$ cat src/shared/conv_ctrl_pkg.sv
package conv_ctrl_pkg;
  // times in whole nanoseconds so the cycle counts divide exactly
  localparam int CLOCK_PERIOD_NS = 10;
  localparam int RESET_HOLD_NS = 9200;
  localparam int SENSE_CONV_NS = 4200;
  localparam int RESET_HOLD_CYC = RESET_HOLD_NS / CLOCK_PERIOD_NS;
  localparam int SENSE_CONV_CYC = SENSE_CONV_NS / CLOCK_PERIOD_NS;
  localparam int CNT_W = 16;
  localparam int ADDR_W = 4;
  localparam int CODE_W = 12;
  localparam int NUM_CH = 8;
  localparam int CH_W = 3;
  // register map (word index on the plain port)
  localparam logic [ADDR_W-1:0] REG_CONFIG = 4'h0;
  localparam logic [ADDR_W-1:0] REG_CH_ENABLE = 4'h1;
  localparam logic [ADDR_W-1:0] REG_INTEG_TIME = 4'h2;
  localparam logic [ADDR_W-1:0] REG_LOOP_SEL = 4'h3;
  localparam logic [ADDR_W-1:0] REG_STATUS = 4'h4;
  localparam logic [ADDR_W-1:0] REG_RESULT_BASE = 4'h8;
  localparam logic [1:0] RANGE_X1 = 2'h0;
  localparam logic [1:0] RANGE_X2 = 2'h1;
  localparam logic [1:0] RANGE_X4 = 2'h2;
  localparam logic [1:0] RANGE_RESET = RANGE_X4;
  localparam logic [CNT_W-1:0] INTEG_RESET = 16'h0100;
  localparam logic [CODE_W-1:0] SIGN_FLIP = 12'h800;
  localparam logic [7:0] ENABLE_RESET = 8'h0f;
  localparam logic [CH_W-1:0] FIRST_SENSE_CH = 3'h4;
  localparam logic [CODE_W-1:0] PSEUDO_DC = 12'h000;
  typedef struct packed {
    logic [1:0] range;
    logic diff_lo;
    logic diff_hi;
    logic swap_lo;
    logic swap_hi;
  } conv_cfg_t;
  localparam conv_cfg_t CFG_RESET = '{range: RANGE_RESET, diff_lo: 1'b0,
    diff_hi: 1'b0, swap_lo: 1'b0, swap_hi: 1'b0};
  typedef struct packed {
    logic [ADDR_W-1:0] addr;
    logic [31:0] wdata;
    logic write;
    logic read;
  } reg_req_t;
  typedef enum logic [2:0] {
    SEQ_IDLE, SEQ_PICK, SEQ_SENSE_RESET, SEQ_INTEGRATE, SEQ_CONVERT
  } seq_state_t;
endpackage : conv_ctrl_pkg

$ cat src/logic/conv_ctrl.sv
`timescale 1ns/1ps
module conv_ctrl (
  input wire logic clock,
  input wire logic rst_n,
  input wire conv_ctrl_pkg::reg_req_t req,
  output logic [31:0] rdata,
  output logic [3:0] uncommitted_input_sel,
  output logic [3:0] integ_reset,
  output logic [3:0] integ_connect,
  output logic sample,
  input wire logic conv_done,
  input wire logic [conv_ctrl_pkg::CODE_W-1:0] raw_code,
  output logic [1:0] span,
  output logic positive_pair_input_sel,
  output logic diff_mode,
  output logic [3:0] loop_feed_valid,
  output logic [conv_ctrl_pkg::CODE_W-1:0] loop_feed_code
);
  import conv_ctrl_pkg::*;

  conv_cfg_t cfg;
  logic [7:0] ch_enable;
  logic [CNT_W-1:0] integ_time;
  logic [3:0] loop_sel;
  logic [CODE_W-1:0] result [NUM_CH];
  seq_state_t state;
  logic [CH_W-1:0] ch;
  logic [CNT_W-1:0] timer;
  logic busy;

  // next enabled channel after the given one, wrapping round
  function automatic logic [CH_W-1:0] next_ch(input logic [CH_W-1:0] cur,
      input logic [7:0] en);
    logic [CH_W-1:0] c;
    c = cur;
    for (int i = 0; i < NUM_CH; i++) begin
      c = CH_W'(c + 1'b1);
      if (en[c]) begin
        return c;
      end
    end
    return cur;
  endfunction : next_ch

  // channels 1 and 3 are absorbed by their pair partner in differential mode
  function automatic logic [7:0] live_mask(input logic [7:0] en,
      input conv_cfg_t c);
    logic [7:0] m;
    m = en;
    if (c.diff_lo) begin
      m[1] = 1'b0;
    end
    if (c.diff_hi) begin
      m[3] = 1'b0;
    end
    return m;
  endfunction : live_mask

  function automatic logic is_diff(input logic [CH_W-1:0] c,
      input conv_cfg_t g);
    return (c == 3'h0 && g.diff_lo) || (c == 3'h2 && g.diff_hi);
  endfunction : is_diff

  wire logic [7:0] live = live_mask(ch_enable, cfg);
  wire logic is_sense = ch >= FIRST_SENSE_CH;
  wire logic [1:0] sense_idx = ch[1:0];
  // a lone sense channel gets a fixed conversion time
  wire logic alone = (live & ~(8'h01 << ch)) == 8'h00;

  always_ff @(posedge clock) begin
    if (!rst_n) begin
      cfg <= CFG_RESET;
      ch_enable <= ENABLE_RESET;
      integ_time <= INTEG_RESET;
      loop_sel <= 4'h0;
    end else if (req.write) begin
      unique case (req.addr)
        REG_CONFIG: begin
          if (req.wdata[1:0] != 2'h3) begin
            cfg.range <= req.wdata[1:0];
          end
          cfg.diff_lo <= req.wdata[2];
          cfg.diff_hi <= req.wdata[3];
          cfg.swap_lo <= req.wdata[4];
          cfg.swap_hi <= req.wdata[5];
        end
        REG_CH_ENABLE: ch_enable <= req.wdata[7:0];
        REG_INTEG_TIME: begin
          if (req.wdata[CNT_W-1:0] != '0) begin
            integ_time <= req.wdata[CNT_W-1:0];
          end
        end
        REG_LOOP_SEL: loop_sel <= req.wdata[3:0];
        default: begin
        end
      endcase
    end
  end

  always_ff @(posedge clock) begin
    if (!rst_n) begin
      rdata <= 32'h0000_0000;
    end else if (req.read) begin
      if (req.addr >= REG_RESULT_BASE) begin
        rdata <= {20'h00000, result[CH_W'(req.addr - REG_RESULT_BASE)]};
      end else begin
        unique case (req.addr)
          REG_CONFIG: rdata <= {26'h0, cfg.swap_hi, cfg.swap_lo, cfg.diff_hi,
            cfg.diff_lo, cfg.range};
          REG_CH_ENABLE: rdata <= {24'h0, ch_enable};
          REG_INTEG_TIME: rdata <= {16'h0, integ_time};
          REG_LOOP_SEL: rdata <= {28'h0, loop_sel};
          REG_STATUS: rdata <= {24'h0, busy, ch, 4'(state)};
          default: rdata <= 32'h0000_0000;
        endcase
      end
    end else begin
      rdata <= 32'h0000_0000;
    end
  end

  always_ff @(posedge clock) begin
    if (!rst_n) begin
      state <= SEQ_IDLE;
      ch <= 3'h7;
      timer <= '0;
      busy <= 1'b0;
    end else begin
      unique case (state)
        SEQ_IDLE: begin
          busy <= 1'b0;
          if (live != 8'h00) begin
            state <= SEQ_PICK;
          end
        end
        SEQ_PICK: begin
          if (live == 8'h00) begin
            state <= SEQ_IDLE;
          end else begin
            ch <= next_ch(ch, live);
            busy <= 1'b1;
            timer <= '0;
            state <= next_ch(ch, live) >= FIRST_SENSE_CH ?
              SEQ_SENSE_RESET : SEQ_CONVERT;
          end
        end
        SEQ_SENSE_RESET: begin
          timer <= timer + 1'b1;
          if (timer == CNT_W'(RESET_HOLD_CYC - 1)) begin
            timer <= '0;
            state <= SEQ_INTEGRATE;
          end
        end
        SEQ_INTEGRATE: begin
          timer <= timer + 1'b1;
          if (timer == integ_time - 1'b1) begin
            timer <= '0;
            state <= SEQ_CONVERT;
          end
        end
        SEQ_CONVERT: begin
          timer <= timer + 1'b1;
          // lone sense channel: fixed window; others wait for conv_done
          if (is_sense && alone) begin
            if (timer == CNT_W'(SENSE_CONV_CYC - 1)) begin
              state <= SEQ_PICK;
            end
          end else if (conv_done) begin
            state <= SEQ_PICK;
          end
        end
      endcase
    end
  end

  // result capture and code formatting
  always_ff @(posedge clock) begin
    if (!rst_n) begin
      for (int i = 0; i < NUM_CH; i++) begin
        result[i] <= '0;
      end
    end else if (state == SEQ_CONVERT && conv_done) begin
      if (is_diff(ch, cfg)) begin
        result[ch] <= raw_code ^ SIGN_FLIP;
      end else begin
        result[ch] <= raw_code;
      end
    end
  end

  always_ff @(posedge clock) begin
    if (!rst_n) begin
      uncommitted_input_sel <= 4'h0;
      integ_reset <= 4'hf;
      integ_connect <= 4'h0;
      sample <= 1'b0;
      span <= RANGE_RESET;
      positive_pair_input_sel <= 1'b0;
      diff_mode <= 1'b0;
      loop_feed_valid <= 4'h0;
      loop_feed_code <= '0;
    end else begin
      span <= cfg.range;
      diff_mode <= (state == SEQ_CONVERT) && is_diff(ch, cfg);
      positive_pair_input_sel <= ch[1] ? cfg.swap_hi : cfg.swap_lo;
      uncommitted_input_sel <= (state == SEQ_CONVERT && !is_sense) ?
        4'(1 << ch[1:0]) : 4'h0;
      // idle integrators sit in reset, so a new measurement starts clean
      integ_reset <= 4'hf;
      integ_connect <= 4'h0;
      if (is_sense && state == SEQ_INTEGRATE) begin
        integ_reset[sense_idx] <= 1'b0;
        integ_connect[sense_idx] <= 1'b1;
      end else if (is_sense && state == SEQ_CONVERT) begin
        integ_reset[sense_idx] <= 1'b0;
      end
      sample <= state == SEQ_CONVERT && !conv_done;
      loop_feed_valid <= 4'h0;
      if (state == SEQ_CONVERT && conv_done && is_sense) begin
        loop_feed_valid[sense_idx] <= loop_sel[sense_idx];
        loop_feed_code <= raw_code;
      end
    end
  end
endmodule : conv_ctrl

$ cat config.mk
export PLATFORM = sky130hd
export DESIGN_NAME = conv_ctrl
export DESIGN_NICKNAME = d
export VERILOG_FILES = /design/src/shared/conv_ctrl_pkg.sv /design/src/logic/conv_ctrl.sv
export SDC_FILE = /design/constraint.sdc
export NUM_CORES = 1
export LEC_CHECK = 0
export BUFFER_PORTS_ARGS = -buffer_cell sky130_fd_sc_hd__buf_4
export CAP_MARGIN = 5
export CORE_UTILIZATION = 53
export CTS_CLUSTER_DIAMETER = 150
export DETAILED_ROUTE_END_ITERATION = 10
export GPL_TIMING_DRIVEN = 0
export HOLD_SLACK_MARGIN = 0.02
export PLACE_DENSITY_LB_ADDON = 0.3
export RECOVER_POWER = 50
export SLEW_MARGIN = 20
export SYNTH_ARGS = -nofsm -noshare
export SYNTH_HDL_FRONTEND = slang
export SYNTH_SLANG_ARGS = --single-unit
$ cat constraint.sdc
create_clock -name clock -period 3.89 [get_ports clock]
set_clock_uncertainty 0.2 [all_clocks]
set_input_delay 0.1945 -clock clock [delete_from_list [all_inputs] [get_ports clock]]
set_output_delay 0.1945 -clock clock [all_outputs]
set_load 0.05 [all_outputs]
[Word level (Yosys, flattened, before mapping)]
Memory sizes are Yosys's and may differ from the RTL's.
Cells that the tools add are included.
Word-level totals
  memory bits (writable): 96
  bits of input ports: 53
  memories: 1
  register bits: 106
  logic and storage cells: 271
  output and inout port bits: 65
Memories
  result: words 8, bits a word 12, rd ports 1, clocked after memory_dff 0, write ports 8, RTL line conv_ctrl.sv:25  | logic [CODE_W-1:0] result [NUM_CH];
Operators by class
  reductions and logical operators: 38
  equal/unequal tests: 19
  shift-type cells: 2
  bitwise gates (word level): 9
  mux-type cells: 155
  magnitude comparators: 13
  add/sub/neg operators: 11
Operators with widths (number)
  2-to-1 mux 3 bit: 46
  2-to-1 mux 1 bit: 87
  one-hot mux 16 bit (5 select lines): 1
  one-hot mux 16 bit (4 select lines): 1
  2-to-1 mux 16 bit: 3
  2-to-1 mux 12 bit: 3
  less-than comparator 3 x 4 -> 1 bit (second input constant): 8
  adder 3 x 1 -> 3 bit (second input constant): 8
  binary-select mux 1 bit (select 3 bit): 8
  AND reduction 2 bit: 10
  adder 16 x 1 -> 16 bit (second input constant): 1
  == test 16 x 10 -> 1 bit (second input constant): 1
  == test 16 bit: 1
  == test 16 x 9 -> 1 bit (second input constant): 1
  logical NOT 8 bit: 2
  nonzero test 16 bit: 1
  subtractor 16 x 1 -> 16 bit (second input constant): 1
  one-hot mux 3 bit (5 select lines): 1
  OR reduction 12 bit: 1
  logical AND 1 bit: 11
  inequality test 2 bit (second input constant): 5
  == test 3 x 2 -> 1 bit (second input constant): 3
  bitwise AND 8 bit: 1
  == test 4 x 2 -> 1 bit (second input constant): 2
  other kinds (31): 40

[Depth between registers and ports, before layout]
Gate-level depths: netlist of the first run.
  depth after elaboration: 64
  mapped depth: 14
  mapped depth without buffers: 11

[Least setup slack after synthesis of the first run]
No wires, ideal clock.
  path kind: register to register
  start: register ch[0]
  end: register ch[1]
  arrival time: 3.505 ns
  slack: 0.063 ns
  setup time: 0.122 ns
  cell stages (with the launch flop): 13
  required time: 3.568 ns
  clock period less this slack: 3.827 ns
  path buffers: 2
  cell sequence: dfxtp_1 clkbuf_1 inv_1 ha_1 buf_2 clkinv_1 mux4_2 mux2i_1 nand2_1 nor4_1 nand2b_1 a221oi_1 a221o_1
Between the ends
  cells in the longest elaborated chain, start to end: 35
  elaborated cells on any way between the ends: 121
  classes of those cells: add/sub (8); mux (113)
RTL lines
  start: declaration: RTL line conv_ctrl.sv:27  | logic [CH_W-1:0] ch;
  start signal: assignment: RTL line conv_ctrl.sv:140  | ch <= next_ch(ch, live);
  adder 3 x 1 -> 3 bit *: RTL line conv_ctrl.sv:37  | c = CH_W'(c + 1'b1);
  parallel branches: the longest is 33 deep, another holds adder 3 x 1 -> 3 bit
  2-to-1 mux 3 bit *
Every way passes the cells marked *. The select of a mux whose other input is x is not followed.
A chain may end at the register's enable or synchronous reset.

[Final worst setup path of the first run]
  start: register ch[1]
  end: register ch[1]
Between the ends
  cells in the longest elaborated chain, start to end: 35
  elaborated cells on any way between the ends: 121
  classes of those cells: add/sub (8); mux (113)
RTL lines
  parallel branches: the longest is 34 deep, another holds adder 3 x 1 -> 3 bit
  2-to-1 mux 3 bit *
Marks and branches as above.

==> impl_metrics.py, run 1 <==
metrics = {
    "run_status": {
        "status": "finished, final reports clean",
    },
    "synth": {
        "yosysSeqAreaShare": 0.486,
        "synth_seq_cells": 202,
        "yosysWarnings": 0,
        "ys.flop_type": "dfxtp_1",
        "async_reset_ff_frac": 0,
        "synth-edff-count": 96,
        "synth.avg_cell_area_um2": 10.5,
        "synth_cell_types": 69,
        "post-synth-top-area-cell": "edfxtp_1",
        "synth.top_cells.by_area": "edfxtp_1 (28%), dfxtp_1 (21%), mux4_2 (7.4%), and2_1 (6.2%), mux2i_1 (3.3%)",
        "postSynthCellCount": 982,
        "yosysTopAreaCellShare": 0.280,
        "syn-cell-area_mm2": 0.0103,
    },
    "critical_path": {
        "reg2reg_slack_ps": 150,
        "setup.worst_path.class": "register to register",
        "worstPathArrival_ps": 3940,
        "path_cells": "clkbuf_8, inv_1, ha_1, buf_4, inv_4, mux4_2, mux2_4, nand2b_2, nor4_4, nand2b_4, a221oi_1, a221o_1",
        "cp_slowest_stage_delay_ps": 550,
        "r2r_end": "ch[1]$_SDFFE_PN1P_",
        "reg2reg_depth": 12,
        "cp_max_fo": 10,
        "r2r_start": "ch[1]$_SDFFE_PN1P_",
        "critPathLaunchType": "register",
        "end_kind": "register",
        "slowest_stage": "mux4_2",
        "required_ps": 4090,
    },
    "placed_design": {
        "dp_hpwl_um": 19500,
        "numPortBuffers": 82,
        "dpl_worst_slack_ps": -821,
        "place_inst": 1344,
        "place.gp.congestion": 0.933,
    },
    "grt": {
        "grt-ovfl-total": 0,
        "grt_pass1_vias": 7988,
        "grt_usage": 0.281,
        "antenna_found_initial": 0,
        "grt_max_degree": 14,
        "grt_pass1_wl_um": 42900,
    },
    "cts": {
        "cts.reportedPaths.clkPinSlew_ps": 60,
        "cts_buffer_depth": 3,
        "tritoncts": "built",
        "cts_buffers": 22,
        "cts_max_level": 1,
        "clock_sinks": 202,
        "clkLatencyLatePin_ps": 520,
        "ctsRootBufferMaster": "clkbuf_16",
    },
    "power": {
        "power.density_mw_per_mm2": 585,
        "p_leak_nw": 4.83,
        "peakVddDrop_uv": 404,
    },
    "worst_hold_path": {
        "whs_endpoint": "rdata[0]$_SDFF_PN0_",
        "hold_class": "input pin to register",
        "hold-path-cell-count": 3,
        "holdCritStartpoint": "req[37]",
    },
    "timing": {
        "hold-worst-slack_ps": 206,
        "setup_slack_ps": 151,
        "max-slew-margin-rel": 0.345,
        "worst_pin_slew_ps": 976,
        "setup_violations": 0,
        "final_hold_viol_count": 0,
        "timing.final.crit_share": 0.961,
        "finalCriticalPeriod_ps": 3740,
        "rsz0062_at_grt": "false",
        "maxSlewViolCount": 0,
        "fmax_ghz": 0.267,
    },
    "finish": {
        "final_nets": 1211,
        "n_fill_cell": 1524,
        "utilization": 0.658,
        "n_antenna_cell": 0,
        "layout-drive-gt1-share": 0.153,
        "area_growth_pct": 20.8,
        "layout.cells.non_filler": 1424,
    },
    "job": {
        "cap_violations": 0,
    },
    "route": {
        "drt_iter0_drc": 712,
        "route.detailed.drc": 0,
        "wl_um": 28000,
        "postRouteAntennaNets": 0,
        "via_count": 8307,
        "viasPerCell": 5.83,
        "routedWlPerCell_um": 19.7,
        "drtPass1Iterations": 5,
    },
    "die": {
        "io_pins": 118,
        "die_w_um": 141,
        "core_mm2": 0.0189,
        "die_h_um": 141,
        "rows": 50,
        "fp.dieArea_mm2": 0.0200,
        "start_util": 0.545,
    },
}
-- state kept, by name (all words and copies together), names as in the netlist --
| signal | count |
|---|---|
| loop_sel | 4 |
| uncommitted_input_sel | 4 |
| integ_time | 16 |
| diff_mode | 1 |
| timer | 16 |
| result | 96 |
| rdata | 16 |
| integ_reset | 4 |
| cfg | 6 |
| sample | 1 |
| positive_pair_input_sel | 1 |
| busy | 1 |
| loop_feed_valid | 4 |
| integ_connect | 4 |
| state | 3 |
| loop_feed_code | 12 |
| ch_enable | 8 |
| ch | 3 |
| span | 2 |
-- metal layers --
| layer | wire, um | up-vias | global-route usage | share of wire |
|---|---|---|---|---|
| li1 | - | 3857 | - | - |
| met1 | 11200 | 3988 | 0.352 | 0.40 |
| met2 | 13800 | 386 | 0.491 | 0.49 |
| met3 | 2050 | 76 | 0.0462 | 0.073 |
| met4 | 979 | 0 | 0.103 | 0.035 |
| met5 | 0 | - | 0 | 0 |
-- critical path, delay by kind of cell, from the launching register on --
family	cells	cell delay [ps]
DFF	1	400
and+or+nand+nor	3	860
muxes	2	900
AOI/OAI and AO/OA	2	390
adders and majority gates	1	280
buffers and inverters	4	600
-- power by group --
part | internal (mW) | switching, mW
sequential | 2.32 | 0.0664
clock | 1.19 | 0.838
combinational | 1.13 | 1.72
-- metrics by stage --
step	TNS [ps]	area, um^2	power, mW
detailed placement	-3090	11400	4.88
global placement	-27140	11300	4.83
global route	0	12400	7.58
CTS	0	12500	7.09
finish	0	12400	7.27
floorplan	0	10400	4.30
-- cell usage in the layout, fill, tap and decap left out, drive strengths merged, types with 21 or more instances in the layout --
cell / n
clkbuf: 127
dfxtp: 106
and2: 102
edfxtp: 96
nand2: 85
nor2: 84
buf: 72
a21oi: 40
dlygate4sd3: 39
o21ai: 37
mux2i: 35
mux4: 34
nor3: 25
nand3: 22
and3: 21
-- how the worst max path moves through the flow --
stage | startpoint | end | slack, ps | depth (start not counted)
floorplan | ch[0]$_SDFFE_PN1P_ | ch[1]$_SDFFE_PN1P_ | 60 | 12
global placement | ch[1]$_SDFFE_PN1P_ | ch[1]$_SDFFE_PN1P_ | -830 | 12
detailed placement | ch[1]$_SDFFE_PN1P_ | ch[1]$_SDFFE_PN1P_ | -820 | 12
CTS | ch[0]$_SDFFE_PN1P_ | ch[2]$_SDFFE_PN1P_ | 5 | 14
global route | ch[0]$_SDFFE_PN1P_ | ch[1]$_SDFFE_PN1P_ | 0.2 | 12
finish | ch[1]$_SDFFE_PN1P_ | ch[1]$_SDFFE_PN1P_ | 150 | 12
-- cell families (layout without fill, tap and decap cells) --
logic type / count (synthesis) / in the layout / synth area share
adders and majority gates: 9 / 9 / 0.0109
buffers and inverters: 93 / 260 / 0.0423
muxes: 87 / 87 / 0.128
AOI/OAI and AO/OA: 145 / 145 / 0.0919
and+or+nand+nor: 411 / 411 / 0.210
DFF: 202 / 202 / 0.486
other: 1 / 16 / 0.000364
xor gates and xnor gates: 34 / 34 / 0.0304
-- cell usage after synthesis, drive strengths merged, types with 21 or more instances --
cell    count
a21oi      40
and2      102
and3       21
buf        33
clkbuf     43
dfxtp     106
edfxtp     96
mux2i      35
mux4       34
nand2      85
nand3      22
nor2       84
nor3       25
o21ai      37
-- cell type report --
class                           instances  area [um^2]  area share
Timing Repair Buffer                  131          916      0.0737
Clock inverter                          5         58.8     0.00473
Clock buffer                           34          636      0.0511
Tap cell                              260          325      0.0262
Inverter                               17         70.1     0.00563
Multi-Input combinational cell        702         5040       0.405
Sequential cell                       202         5010       0.403
Buffer                                 73          383      0.0308
-- timing repair --
| item | CTS | global route |
|---|---|---|
| setup buffers | 1 | 4 |
| pin swaps | 3 | 1 |
| hold buffers | 39 | 0 |
| gates resized for setup | 15 | 17 |
| endpoints found under the setup margin | 5 | 5 |
| hold endpoints to repair | 148 | 0 |
Note: power is estimated with default switching activity, not from simulation.
==> run 2, diff against run 1 <==
--- a/config.mk
+++ b/config.mk
@@ -12,7 +12,7 @@
 export DETAILED_ROUTE_END_ITERATION = 10
 export GPL_TIMING_DRIVEN = 0
 export HOLD_SLACK_MARGIN = 0.02
-export PLACE_DENSITY_LB_ADDON = 0.3
+export PLACE_DENSITY_LB_ADDON = 0.05
 export RECOVER_POWER = 50
 export SLEW_MARGIN = 20
 export SYNTH_ARGS = -nofsm -noshare
==> run 2 against run 1 <==
Compared with the run above:
- routed wire length is 0.69% lower
- maximum frequency decreased by 0.55%
- register-to-register slack worse by 20 ps
- count of clock-buffer cells in the layout is the same
- core utilization is 0.099 points higher
- sequential cell count did not move
- die area is the same
- final cell count is 0.28% higher
- setup slack worse by 21 ps
- critical path type unchanged
- highest routed layer unchanged
==> impl_metrics.py, run 2 (synthesis gave the netlist of run 1 again) <==
metrics = {
    "finish": {
        "regMostFlops": "result",
        "layout.cells.non_filler": 1428,
        "layout-drive-gt1-share": 0.155,
        "fin_area_mm2": 0.0125,
        "final_cell_mix": "dfxtp_1 (105), and2_1 (100), clkbuf_1 (98)",
        "area_growth_pct": 21.0,
        "largest_reg_flops": 96,
        "layout_commonest_cell": "dfxtp_1",
        "final_nets": 1212,
    },
    "placed_design": {
        "dp_hpwl_um": 19600,
        "place_inst": 1342,
        "place_area_mm2": 0.0113,
        "numPortBuffers": 82,
        "dpl_worst_slack_ps": -747,
        "place.gp.congestion": 0.925,
    },
    "critical_path": {
        "reg2reg_depth": 12,
        "critPathLaunchType": "register",
        "r2r_start": "ch[0]$_SDFFE_PN1P_",
        "cp_max_fo": 10,
        "setup.worst_path.class": "register to register",
        "worstPathArrival_ps": 3970,
        "reg2reg_slack_ps": 130,
        "required_ps": 4100,
        "end_kind": "register",
        "r2r_end": "ch[1]$_SDFFE_PN1P_",
    },
    "worst_hold_path": {
        "whs_endpoint": "loop_sel[3]$_SDFFE_PN0P_",
        "hold_class": "input pin to register",
        "holdCritStartpoint": "req[35]",
        "hold-path-cell-count": 5,
    },
    "cts": {
        "cts.reportedPaths.clkPinSlew_ps": 60,
        "clock_sinks": 202,
        "cts_buffer_depth": 3,
        "ctsRootBufferMaster": "clkbuf_16",
        "tritoncts": "built",
        "cts_max_level": 1,
        "clkLatencyLatePin_ps": 530,
        "cts_buffers": 23,
    },
    "route": {
        "postRouteAntennaNets": 0,
        "drt_iter0_drc": 782,
        "viasPerCell": 5.70,
        "drtPass1Iterations": 5,
        "routedWlPerCell_um": 19.5,
        "wl_um": 27800,
        "route.detailed.drc": 0,
        "via_count": 8135,
    },
    "power": {
        "peakVddDrop_uv": 716,
        "power.density_mw_per_mm2": 582,
        "p_leak_nw": 4.82,
        "p_total_mw": 7.25,
    },
    "grt": {
        "grt-ovfl-total": 0,
        "grt_pass1_vias": 7714,
        "grt_usage": 0.282,
        "grt_pass1_wl_um": 42900,
        "antenna_found_initial": 1,
        "grt_max_degree": 14,
    },
    "die": {
        "die_w_um": 141,
        "die_h_um": 141,
        "start_util": 0.545,
        "core_mm2": 0.0189,
        "rows": 50,
        "fp.dieArea_mm2": 0.0200,
        "io_pins": 118,
    },
    "timing": {
        "finalCriticalPeriod_ps": 3760,
        "timing.final.crit_share": 0.967,
        "worst_pin_slew_ps": 960,
        "max-slew-margin-rel": 0.360,
        "setup_tns_ps": 0,
        "setup_violations": 0,
        "maxSlewViolCount": 0,
        "fmax_ghz": 0.266,
        "final_hold_viol_count": 0,
        "setup_slack_ps": 130,
    },
    "job": {
        "cap_violations": 0,
    },
    "run_status": {
        "status": "finished, final reports clean",
    },
}
-- run 2: cell types whose count changed in the layout (fill, tap and decap cells not counted), sizes merged --
cell,previous run,this run
buf,72,70
bufinv,1,0
clkinv,4,6
clkinvlp,1,3
diode,0,1
dlygate4sd3,39,41
-- run 2: per-layer routing --
layer | GRT usage | wire (um) | vias to the layer above
li1 | - | - | 3855
met1 | 0.419 | 13000 | 3930
met2 | 0.431 | 12400 | 312
met3 | 0.0418 | 1930 | 38
met4 | 0.0719 | 520 | 0
met5 | 0 | 0 | -
-- run 2: report_power, final --
part	internal, mW	leakage, nW	total (mW)	switching [mW]
registers	2.32	1.85	2.39	0.0662
logic	1.09	2.61	2.74	1.66
clock network	1.24	0.367	2.12	0.884
-- run 2: how the worst max path moves through the flow --
stage,start,end,slack (ps)
after CTS,ch[1]$_SDFFE_PN1P_,ch[1]$_SDFFE_PN1P_,30
final,ch[0]$_SDFFE_PN1P_,ch[1]$_SDFFE_PN1P_,130
after global placement,ch[0]$_SDFFE_PN1P_,ch[1]$_SDFFE_PN1P_,-750
after detailed placement,ch[1]$_SDFFE_PN1P_,ch[1]$_SDFFE_PN1P_,-750
after global routing,ch[0]$_SDFFE_PN1P_,ch[1]$_SDFFE_PN1P_,-30
after floorplan,ch[0]$_SDFFE_PN1P_,ch[1]$_SDFFE_PN1P_,60
-- run 2: worst max-delay path, stage by stage, from the launching register on --
cell and delay (ps):
dfxtp_1 380, buf_4 210, clkinvlp_4 130, ha_1 300, buf_4 190, clkinv_2 120, mux4_2 550, mux2_2 370
nand2b_2 250, nor4_4 340, nand2b_4 220, a221oi_1 60, a221o_1 320
-- run 2: area by class of cell --
class / instances / area, um^2
repair buffers: 130 / 895
clock inverters: 8 / 63.8
plain buffers: 74 / 380
well taps: 260 / 325
fillers: 1611 / 6440
clock buffers: 34 / 688
multi-input cells: 702 / 5020
diodes: 1 / 2.50
flip-flops and latches: 202 / 5010
inverters: 17 / 68.8
-- run 2: metrics by stage --
step                      hold slack, ps  utilization
after CTS                            198        0.664
after global routing                 228        0.659
final                                207        0.659
after detailed placement             240        0.600
after floorplan                     66.9            -
after global placement               236        0.598
-- run 2: timing repair --
action                     CTS  global route
pin swaps                    0             3
setup endpoints to repair    5             5
hold endpoints to repair   146             0
hold buffers                41             0
setup buffers                0             4
resized for setup           11            21
